[src/sowc_pkg.sv]
`default_nettype none
package sowc_pkg;
  localparam int unsigned ADDR_W   = 32;
  localparam int unsigned WORD_W   = 64;
  localparam int unsigned WORD_B   = 8;
  localparam int unsigned CMB_B    = 16;
  localparam int unsigned CMB_N    = 2;
  localparam int unsigned SB_DEPTH = 4;

  typedef enum logic [3:0] {
    KIND_LOAD                    = 4'h0,
    KIND_STORE                   = 4'h1,
    KIND_LOAD_FENCE_INSTR        = 4'h2,
    KIND_FULL_MEMORY_FENCE_INSTR = 4'h3,
    KIND_STORE_FENCE_INSTR       = 4'h4,
    KIND_IO_LOAD                 = 4'h5,
    KIND_IO_STORE                = 4'h6,
    KIND_LOCKED                  = 4'h7,
    KIND_EXCHANGE_INSTR          = 4'h8,
    KIND_SERIALIZE               = 4'h9,
    KIND_INTERRUPT               = 4'hA
  } sowc_kind_t;

  typedef enum logic [2:0] {
    MT_UNCACHEABLE_TYPE              = 3'h0,
    MT_CACHE_DISABLED_TYPE           = 3'h1,
    MT_WRITE_COMBINING_TYPE          = 3'h2,
    MT_COHERENT_WRITE_COMBINING_TYPE = 3'h3,
    MT_WRITE_PROTECT_TYPE            = 3'h4,
    MT_WRITETHROUGH_TYPE             = 3'h5,
    MT_WRITEBACK_TYPE                = 3'h6
  } sowc_mtype_t;

  typedef enum logic [2:0] {
    ST_IDLE = 3'b001,
    ST_BUF  = 3'b010,
    ST_ACC  = 3'b100
  } sowc_state_t;
endpackage
`default_nettype wire

[src/sowc_top.sv]
`timescale 1ns/1ps
`default_nettype none
module sowc_top #(
  parameter int unsigned AW = sowc_pkg::ADDR_W,
  parameter int unsigned CB = sowc_pkg::CMB_B,
  parameter int unsigned CN = sowc_pkg::CMB_N,
  parameter int unsigned SD = sowc_pkg::SB_DEPTH
) (
  // Clock, reset, enable
  input  wire logic                      clk,
  input  wire logic                      rst_n,
  input  wire logic                      ce,
  // Operations from the pipeline, in program order
  input  wire logic                      op_valid,
  output var  logic                      op_ready,
  input  wire sowc_pkg::sowc_kind_t      op_kind,
  input  wire sowc_pkg::sowc_mtype_t     op_mtype,
  input  wire logic                      op_non_temporal_access,
  input  wire logic [AW-1:0]             op_addr,
  input  wire logic [sowc_pkg::WORD_W-1:0] op_wdata,
  input  wire logic [sowc_pkg::WORD_B-1:0] op_be,
  output var  logic                      op_done,
  output var  logic [sowc_pkg::WORD_W-1:0] op_rdata,
  // Memory side
  output var  logic                      mem_req,
  output var  logic                      mem_write,
  output var  logic                      mem_cache,
  output var  logic                      mem_lock,
  output var  logic                      mem_io,
  output var  logic [AW-1:0]             mem_addr,
  output var  logic [CB*8-1:0]           mem_wdata,
  output var  logic [CB-1:0]             mem_be,
  input  wire logic                      mem_ack,
  input  wire logic [CB*8-1:0]           mem_rdata,
  // Status
  output var  logic                      buffers_empty
);
  localparam int unsigned WW  = sowc_pkg::WORD_W;
  localparam int unsigned WB8 = sowc_pkg::WORD_B;
  localparam int unsigned LB  = $clog2(CB);
  localparam int unsigned LW  = CB * 8;
  localparam int unsigned NL  = CB / WB8;
  localparam int unsigned LN  = $clog2(NL);
  localparam int unsigned SP  = $clog2(SD);
  localparam int unsigned CI  = $clog2(CN);
  localparam int unsigned LA  = AW - LB;

  // ---------------------------------------------------------------
  // Held operation
  // ---------------------------------------------------------------
  sowc_pkg::sowc_state_t  state_q;
  sowc_pkg::sowc_kind_t   kind_q;
  sowc_pkg::sowc_mtype_t  mt_q;
  logic                   cur_v_q;
  logic                   nt_q;
  logic [AW-1:0]          addr_q;
  logic [WW-1:0]          data_q;
  logic [WB8-1:0]         be_q;
  logic                   ready_q;
  logic                   done_q;
  logic [WW-1:0]          rdata_q;
  logic                   src_sb_q;
  logic [CI-1:0]          src_idx_q;
  logic [CI-1:0]          victim_q;
  // Store buffer, retired strictly from the head.
  logic [SD-1:0]          sb_v_q;
  logic [AW-1:0]          sb_addr_q [SD];
  logic [WW-1:0]          sb_data_q [SD];
  logic [WB8-1:0]         sb_be_q   [SD];
  logic [SP-1:0]          sb_head_q;
  logic [SP-1:0]          sb_tail_q;
  // Write-combining buffers with per-byte valid flags.
  logic [CN-1:0]          cmb_v_q;
  logic [LA-1:0]          cmb_line_q [CN];
  logic [LW-1:0]          cmb_data_q [CN];
  logic [CB-1:0]          cmb_bv_q   [CN];
  // Memory request registers.
  logic                   req_q;
  logic                   wr_q;
  logic                   cache_q;
  logic                   lock_q;
  logic                   io_q;
  logic [AW-1:0]          maddr_q;
  logic [LW-1:0]          mdata_q;
  logic [CB-1:0]          mbe_q;
  logic                   empty_q;

  // ---------------------------------------------------------------
  // Decode of the held operation
  // ---------------------------------------------------------------
  wire            take     = op_valid & ready_q;
  wire [LA-1:0]   cur_line = addr_q[AW-1:LB];
  wire [LN-1:0]   cur_lane = addr_q[LB-1:3];
  wire            is_ld    = kind_q == sowc_pkg::KIND_LOAD;
  wire            is_st    = kind_q == sowc_pkg::KIND_STORE;
  wire            k_io_ld  = kind_q == sowc_pkg::KIND_IO_LOAD;
  wire            k_io_st  = kind_q == sowc_pkg::KIND_IO_STORE;
  wire            k_lock   = kind_q == sowc_pkg::KIND_LOCKED;
  wire            k_exchange_instr   = kind_q == sowc_pkg::KIND_EXCHANGE_INSTR;
  wire            k_sfen   = kind_q == sowc_pkg::KIND_STORE_FENCE_INSTR;
  wire            k_mfen   = kind_q == sowc_pkg::KIND_FULL_MEMORY_FENCE_INSTR;
  wire            k_ser    = kind_q == sowc_pkg::KIND_SERIALIZE;
  wire            k_irq    = kind_q == sowc_pkg::KIND_INTERRUPT;
  wire            mt_unc   = (mt_q == sowc_pkg::MT_UNCACHEABLE_TYPE) |
                             (mt_q == sowc_pkg::MT_CACHE_DISABLED_TYPE);
  wire            mt_cmb   = (mt_q == sowc_pkg::MT_WRITE_COMBINING_TYPE) |
                             (mt_q == sowc_pkg::MT_COHERENT_WRITE_COMBINING_TYPE);
  wire            mt_cach  = (mt_q == sowc_pkg::MT_WRITE_PROTECT_TYPE) |
                             (mt_q == sowc_pkg::MT_WRITETHROUGH_TYPE) |
                             (mt_q == sowc_pkg::MT_WRITEBACK_TYPE);
  wire            st_cmb   = is_st & !mt_unc & (mt_cmb | nt_q);
  wire            st_cach  = is_st & mt_cach & !nt_q;
  wire            st_unc   = is_st & mt_unc;
  wire            k_heavy  = k_io_ld | k_io_st | k_lock | k_exchange_instr | k_ser | k_irq;
  wire            k_locked = k_lock | k_exchange_instr;
  // ---------------------------------------------------------------
  // Lookups against pending writes
  // ---------------------------------------------------------------
  logic [SD-1:0]  sb_match;
  logic [CN-1:0]  cmb_hit;
  genvar g;
  generate
    for (g = 0; g < SD; g++) begin : g_sb
      assign sb_match[g] = sb_v_q[g] & (sb_addr_q[g][AW-1:LB] == cur_line);
    end
    for (g = 0; g < CN; g++) begin : g_cmb
      assign cmb_hit[g] = cmb_v_q[g] & (cmb_line_q[g] == cur_line);
    end
  endgenerate
  logic [CI-1:0]  hit_idx;
  logic [CI-1:0]  free_idx;
  logic [CI-1:0]  first_idx;
  logic           free_any;
  always_comb begin
    hit_idx   = '0;
    free_idx  = '0;
    first_idx = '0;
    free_any  = 1'b0;
    for (int i = CN - 1; i >= 0; i--) begin
      if (cmb_hit[i]) hit_idx = CI'(i);
      if (cmb_v_q[i]) first_idx = CI'(i);
      if (!cmb_v_q[i]) begin
        free_idx = CI'(i);
        free_any = 1'b1;
      end
    end
  end
  wire sb_any  = |sb_v_q;
  wire sb_full = &sb_v_q;
  wire sb_conf = |sb_match;
  wire cmb_any = |cmb_v_q;
  wire hit_any = |cmb_hit;
  // A load that conflicts with a pending write waits for it rather than
  // forwarding; simpler, and still keeps buffering invisible.
  wire need_drain = k_heavy | k_sfen | k_mfen |
                    (mt_unc & (is_ld | is_st)) |
                    (is_ld & (sb_conf | hit_any)) |
                    (st_cach & hit_any);
  // ---------------------------------------------------------------
  // Action selection
  // ---------------------------------------------------------------
  wire in_idle = state_q == sowc_pkg::ST_IDLE;
  wire blocked = need_drain & (sb_any | cmb_any);
  // Store buffer drains in the background whenever nothing is held.
  wire do_sb   = in_idle & sb_any & (!cur_v_q | blocked | (st_cach & sb_full));
  wire do_cf   = in_idle & !do_sb & cur_v_q &
                 (blocked | (st_cmb & !hit_any & !free_any));
  wire [CI-1:0] cf_idx = blocked ? first_idx : victim_q;
  wire do_ex   = in_idle & cur_v_q & !do_sb & !do_cf;
  wire ex_acc  = do_ex & (is_ld | st_unc | k_io_ld | k_io_st | k_locked);
  wire ex_push = do_ex & st_cach;
  wire ex_mrg  = do_ex & st_cmb;
  wire ex_fin  = do_ex & !ex_acc;
  wire acc_end = (state_q == sowc_pkg::ST_ACC) & mem_ack;
  wire buf_end = (state_q == sowc_pkg::ST_BUF) & mem_ack;
  wire fin     = ex_fin | acc_end;
  wire [CI-1:0] mrg_idx = hit_any ? hit_idx : free_idx;
  // ---------------------------------------------------------------
  // Request formation
  // ---------------------------------------------------------------
  wire [AW-1:0]  hd_addr = sb_addr_q[sb_head_q];
  wire [LN-1:0]  hd_lane = hd_addr[LB-1:3];
  wire [CB-1:0]  hd_be   = {{(CB-WB8){1'b0}}, sb_be_q[sb_head_q]} << {hd_lane, 3'b000};
  wire [CB-1:0]  cur_bes = {{(CB-WB8){1'b0}}, be_q} << {cur_lane, 3'b000};
  wire [LW-1:0]  cur_rep = {NL{data_q}};
  wire           acc_wr  = st_unc | k_io_st | k_locked;
  wire [AW-1:0]  n_addr  = do_sb ? {hd_addr[AW-1:LB], {LB{1'b0}}} :
                           do_cf ? {cmb_line_q[cf_idx], {LB{1'b0}}} :
                                   {cur_line, {LB{1'b0}}};
  wire [LW-1:0]  n_data  = do_sb ? {NL{sb_data_q[sb_head_q]}} :
                           do_cf ? cmb_data_q[cf_idx] : cur_rep;
  wire [CB-1:0]  n_be    = do_sb ? hd_be : do_cf ? cmb_bv_q[cf_idx] : cur_bes;
  // I/O space is never cached, whatever type the pipeline tagged it with.
  wire           n_cache = do_sb | (ex_acc & mt_cach & !(k_io_ld | k_io_st));
  wire           issue   = do_sb | do_cf | ex_acc;
  wire [SP-1:0]  head_nx = (sb_head_q == SP'(SD - 1)) ? '0 : sb_head_q + 1'b1;
  wire [SP-1:0]  tail_nx = (sb_tail_q == SP'(SD - 1)) ? '0 : sb_tail_q + 1'b1;
  // ---------------------------------------------------------------
  // Sequencing
  // ---------------------------------------------------------------
  always_ff @(posedge clk) begin
    if (!rst_n) begin
      state_q <= sowc_pkg::ST_IDLE;
      cur_v_q <= 1'b0;
      ready_q <= 1'b1;
      done_q  <= 1'b0;
    end else if (ce) begin
      done_q <= fin;
      if (take) begin
        ready_q <= 1'b0;
        cur_v_q <= 1'b1;
      end else if (fin) begin
        ready_q <= 1'b1;
        cur_v_q <= 1'b0;
      end
      case (state_q)
        sowc_pkg::ST_IDLE: begin
          if (do_sb | do_cf) state_q <= sowc_pkg::ST_BUF;
          else if (ex_acc) state_q <= sowc_pkg::ST_ACC;
        end
        sowc_pkg::ST_BUF,
        sowc_pkg::ST_ACC: begin
          if (mem_ack) state_q <= sowc_pkg::ST_IDLE;
        end
        default: state_q <= sowc_pkg::ST_IDLE;
      endcase
    end
  end
  always_ff @(posedge clk) begin
    if (!rst_n) begin
      kind_q <= sowc_pkg::KIND_LOAD;
      mt_q   <= sowc_pkg::MT_UNCACHEABLE_TYPE;
      nt_q   <= 1'b0;
      addr_q <= '0;
      data_q <= '0;
      be_q   <= '0;
      rdata_q <= '0;
    end else if (ce) begin
      if (take) begin
        kind_q <= op_kind;
        mt_q   <= op_mtype;
        nt_q   <= op_non_temporal_access;
        addr_q <= op_addr;
        data_q <= op_wdata;
        be_q   <= op_be;
      end
      if (acc_end) rdata_q <= mem_rdata[cur_lane*WW +: WW];
    end
  end
  // Memory request stands until acknowledged.
  always_ff @(posedge clk) begin
    if (!rst_n) begin
      req_q <= 1'b0; wr_q <= 1'b0; cache_q <= 1'b0; lock_q <= 1'b0; io_q <= 1'b0;
      maddr_q <= '0; mdata_q <= '0; mbe_q <= '0;
      src_sb_q <= 1'b0; src_idx_q <= '0; victim_q <= '0; empty_q <= 1'b1;
    end else if (ce) begin
      empty_q <= !sb_any & !cmb_any;
      if (issue) begin
        req_q     <= 1'b1;
        wr_q      <= do_sb | do_cf | acc_wr;
        cache_q   <= n_cache;
        lock_q    <= ex_acc & k_locked;
        io_q      <= ex_acc & (k_io_ld | k_io_st);
        maddr_q   <= n_addr;
        mdata_q   <= n_data;
        mbe_q     <= n_be;
        src_sb_q  <= do_sb;
        src_idx_q <= cf_idx;
      end else if (mem_ack) begin
        req_q <= 1'b0;
      end
      if (do_cf & !blocked) victim_q <= victim_q + 1'b1;
    end
  end
  // ---------------------------------------------------------------
  // Store buffer
  // ---------------------------------------------------------------
  always_ff @(posedge clk) begin
    if (!rst_n) begin
      sb_v_q    <= '0;
      sb_head_q <= '0;
      sb_tail_q <= '0;
    end else if (ce) begin
      if (ex_push) begin
        sb_v_q[sb_tail_q]    <= 1'b1;
        sb_addr_q[sb_tail_q] <= addr_q;
        sb_data_q[sb_tail_q] <= data_q;
        sb_be_q[sb_tail_q]   <= be_q;
        sb_tail_q            <= tail_nx;
      end
      if (buf_end & src_sb_q) begin
        sb_v_q[sb_head_q] <= 1'b0;
        sb_head_q         <= head_nx;
      end
    end
  end

  // ---------------------------------------------------------------
  // Write-combining buffers
  // ---------------------------------------------------------------
  always_ff @(posedge clk) begin
    if (!rst_n) begin
      cmb_v_q <= '0;
      for (int k = 0; k < CN; k++) cmb_bv_q[k] <= '0;
    end else if (ce) begin
      if (buf_end & !src_sb_q) begin
        cmb_v_q[src_idx_q]  <= 1'b0;
        cmb_bv_q[src_idx_q] <= '0;
      end
      if (ex_mrg) begin
        cmb_v_q[mrg_idx]    <= 1'b1;
        cmb_line_q[mrg_idx] <= cur_line;
        for (int b = 0; b < CB; b++) begin
          if (cur_bes[b]) begin
            cmb_data_q[mrg_idx][b*8 +: 8] <= cur_rep[b*8 +: 8];
            cmb_bv_q[mrg_idx][b]          <= 1'b1;
          end
        end
      end
    end
  end

  // ---------------------------------------------------------------
  // Outputs
  // ---------------------------------------------------------------
  assign op_ready      = ready_q;
  assign op_done       = done_q;
  assign op_rdata      = rdata_q;
  assign mem_req       = req_q;
  assign mem_write     = wr_q;
  assign mem_cache     = cache_q;
  assign mem_lock      = lock_q;
  assign mem_io        = io_q;
  assign mem_addr      = maddr_q;
  assign mem_wdata     = mdata_q;
  assign mem_be        = mbe_q;
  assign buffers_empty = empty_q;
endmodule // sowc_top
`default_nettype wire

[config.mk]
export PLATFORM = sky130hd
export DESIGN_NAME = sowc_top
export DESIGN_NICKNAME = d
export VERILOG_FILES = /design/src/sowc_pkg.sv /design/src/sowc_top.sv
export SDC_FILE = /design/constraint.sdc
export NUM_CORES = 2
export LEC_CHECK = 0
export BUFFER_PORTS_ARGS = -buffer_cell sky130_fd_sc_hd__buf_4
export CORE_ASPECT_RATIO = 0.8
export CORE_MARGIN = 5
export CORE_UTILIZATION = 30
export CTS_CLUSTER_DIAMETER = 60
export DETAILED_ROUTE_END_ITERATION = 8
export MAX_ROUTING_LAYER = met4
export SLEW_MARGIN = 20
export SYNTH_ARGS = -nofsm -noshare
export SYNTH_HDL_FRONTEND = slang
export SYNTH_SLANG_ARGS = --single-unit
export TNS_END_PERCENT = 30
[constraint.sdc]
create_clock -name clk -period 15.2 [get_ports clk]
set_input_delay 0.76 -clock clk [delete_from_list [all_inputs] [get_ports clk]]
set_output_delay 0.76 -clock clk [all_outputs]
set_load 0.02 [all_outputs]
==> flow_metrics.tcl <==
set metrics [dict create \
    ys_seq_area_share_pct 65.96 \
    path_class "reg2reg" \
    wirelength_um 133800 \
    dieWidth_um 444.7 \
    dpl-instance-area_um2 50710 \
    cts.sinks 1120 \
    yosysWarnings 0 \
    netlist_top_cells_area "edfxtp_1 (50%), dfxtp_1 (16%), mux4_2 (5.0%)" \
    clock_latency_ps 780 \
    yosysTopAreaCell "edfxtp_1" \
    syn2layout_area_growth_pct 20.87 \
    via_per_inst 4.946 \
    min_to "addr_q[3]" \
    grt_max_degree 98 \
    crit_arrival_ps 6390 \
    wl_per_cell_um 22.74 \
    synth_area_um2 45340 \
    fin_skew_ps 67.27 \
    grt.total_usage_pct 16.88 \
    crit_family "simple AND/OR/NAND/NOR gates" \
    synth.cells.most_frequent "edfxtp_1 (748), nand2_1 (411), dfxtp_1 (372)" \
    drt-initial-drc-count 2286 \
    hold_violations 0 \
    power.density_nw_per_um2 119.2 \
    nets 4033 \
    slew_violations 0 \
    drc_errors 0 \
    grt_pass1_wl_um 194800 \
    min_from "op_addr[3]" \
    path_cells "xnor2_1 -> nand4_1 -> nor4_1 -> nand4_1 -> nand3_1 -> and3b_1 -> nor2b_1 -> and3_4 -> buf_4 -> buf_12" \
    synth_cells 3372 \
    cpMostUsedCell "nand4_1" \
    rrSetupSlack_ps 9240 \
    start_util_pct 30.23 \
    postCtsSetupBuffers 0 \
    peakVddDrop_v 0.00009138 \
    relSlewSlack_pct 24.62 \
    p_leak_nw 18.35 \
    status "finished, final reports clean" \
    ctsResizeCount 0 \
    drv_cap 0 \
    critPathMaxFanout 50 \
    gp_congestion 0.9092 \
    crit_slowest_cell "and3_4" \
    drt-pass1-iter-count 7 \
    reg2reg_to "sb_data_q[1][36]" \
    ys_async_sr_fraction_pct 0 \
    overflow 0 \
    fp-row-count 127 \
    stdcell_area_um2 54810 \
    hp-class "in2reg" \
    fin_util_pct 36.54 \
    cts_inserted_buffers 118 \
    path_buf_inv 2 \
    dr_total_vias 29110 \
    critical_path.max_stage_delay_ps 960 \
    synth_top_area_share_pct 49.54 \
    worst_pin_slew_ps 1131 \
    ys_ff_latch 1120 \
    die_y_um 357.7 \
    antenna_cells_inserted 0 \
    fill_cells 14440 \
    cp_data_required_time_ps 15630 \
    cts.path.max_buffers 3 \
    synth.distinct_cells 68 \
    cp-end-kind "flop" \
    synth_edf_count 748 \
    finalPower_mw 6.534 \
    grt_pass1_vias 28730 \
    clkTransAtPathRegs_ps 60 \
    io_buffers 485 \
    dp_hpwl_um 86400 \
    synth_most_common_cell "edfxtp_1" \
    ioPinCount 493 \
    final_antenna_net_count 0 \
    rr_worst_depth 10 \
    die_area_um2 159100 \
    core_area_um2 150000 \
    synth.avg_cell_area_um2 13.45 \
    fin_tns_setup_ps 0 \
    setup_violations 0 \
    ys.flop_type "edfxtp_1" \
    regToRegStartpoint "addr_q[8]" \
    antenna_found_initial 6 \
    holdPathStages 3 \
    rsz0062_at_grt "false" \
    cts-htree-levels 3 \
    fin_crit_ps 5961 \
    cts-root-buf "clkbuf_16" \
    fmax_mhz 167.7 \
    post-route-period-util_pct 39.22 \
    cts_hold_buf 0 \
    tritoncts "yes" \
    drive_gt1_share_pct 22.10 \
    worstSetupStartpointType "flop" \
]
-- registers in the layout, summed over array words and instances, names as in the netlist, 3 cells and up, named ones only --
register,flops
addr_q,29
be_q,8
cmb_bv_q,32
cmb_data_q,256
cmb_line_q,56
data_q,64
kind_q,4
mem_addr,28
mem_be,16
mem_wdata,128
mt_q,3
op_rdata,64
sb_addr_q,116
sb_be_q,32
sb_data_q,256
sb_v_q,4
state_q,3
-- placed cells by master, fill, tap and decap left out, types with 16 or more instances in the layout --
| cell type | Yosys | layout |
|---|---|---|
| nor2_1 | 322 | 321 |
| nand2b_1 | 23 | 22 |
| a211o_1 | 29 | 29 |
| mux4_2 | 101 | 101 |
| a21oi_1 | 127 | 126 |
| mux2i_1 | 223 | 223 |
| clkbuf_16 | 0 | 118 |
| nor4_1 | 23 | 23 |
| a21o_1 | 17 | 17 |
| a31oi_1 | 31 | 31 |
| edfxtp_1 | 748 | 748 |
| a211oi_1 | 71 | 71 |
| dfxtp_1 | 372 | 369 |
| and2_1 | 66 | 66 |
| nand2_1 | 411 | 410 |
| clkinv_2 | 0 | 18 |
| mux2_2 | 16 | 16 |
| buf_4 | 6 | 524 |
| xnor2_1 | 140 | 140 |
| nand4_1 | 54 | 54 |
| a221o_1 | 126 | 126 |
| xor2_1 | 24 | 24 |
| clkbuf_1 | 144 | 27 |
| o21ai_0 | 73 | 73 |
-- how the worst max path moves through the flow --
stage,from,end,slack (ps),cells past startpoint
detailed placement,addr_q[12],sb_data_q[1][40],9100,8
floorplan,addr_q[14],sb_addr_q[0][10],9950,11
global placement,addr_q[12],sb_data_q[1][41],9180,8
finish,addr_q[8],sb_data_q[1][36],9240,10
CTS,addr_q[12],sb_data_q[1][5],9100,8
global route,addr_q[12],sb_data_q[1][36],8850,9
-- power breakdown --
| group | leakage, nW | internal [mW] | switching, mW |
|---|---|---|---|
| Combinational | 6.04 | 0.0983 | 0.131 |
| Sequential | 10.3 | 3.26 | 0.0533 |
| Clock | 1.97 | 1.71 | 1.27 |
| Total | 18.4 | 5.08 | 1.46 |
-- area by class of cell --
cell class | instances | area, um^2 | share of cell area, %
inverters | 14 | 60.06 | 0.1096
clock inverters | 73 | 909.6 | 1.660
well taps | 1999 | 2501 | 4.564
repair buffers | 525 | 3954 | 7.214
flip-flops and latches | 1120 | 29920 | 54.59
multi-input cells | 2001 | 14300 | 26.09
clock buffers | 153 | 3164 | 5.774
-- logic make-up after synthesis --
| kind of cell | synth area share [%] |
|---|---|
| other cells | 0.008270 |
| fa+ha+maj | 0.2208 |
| mux | 10.39 |
| compound gates | 8.389 |
| flops | 65.96 |
| simple gates | 9.156 |
| buf+inv | 2.710 |
| xor+xnor | 3.168 |
-- worst reg2reg max path: stages, from the launching register on --
cell and delay, ps:
dfxtp_1 700, xnor2_1 330, nand4_1 150, nor4_1 590, nand4_1 450, nand3_1 360
and3b_1 340, nor2b_1 710, and3_4 960, buf_4 640, buf_12 330
-- per-stage QoR --
stage	worst slack, ps	hold slack [ps]	instances
after floorplan	9953	436.9	3375
after global placement	9184	458.6	5658
after detailed placement	9104	468.8	5658
after CTS	9104	163.0	5884
after global routing	8855	189.6	5885
final	9239	231.4	5885
-- routing by layer --
layer	track usage, %	part of all wire [%]	up-vias
li1	-	-	13360
met1	22.03	43	14570
met2	26.92	47	1000
met3	3.472	6.8	174
met4	4.607	2.7	0
met5	-	0	-
No activity file was read; power rests on OpenSTA's default activity.
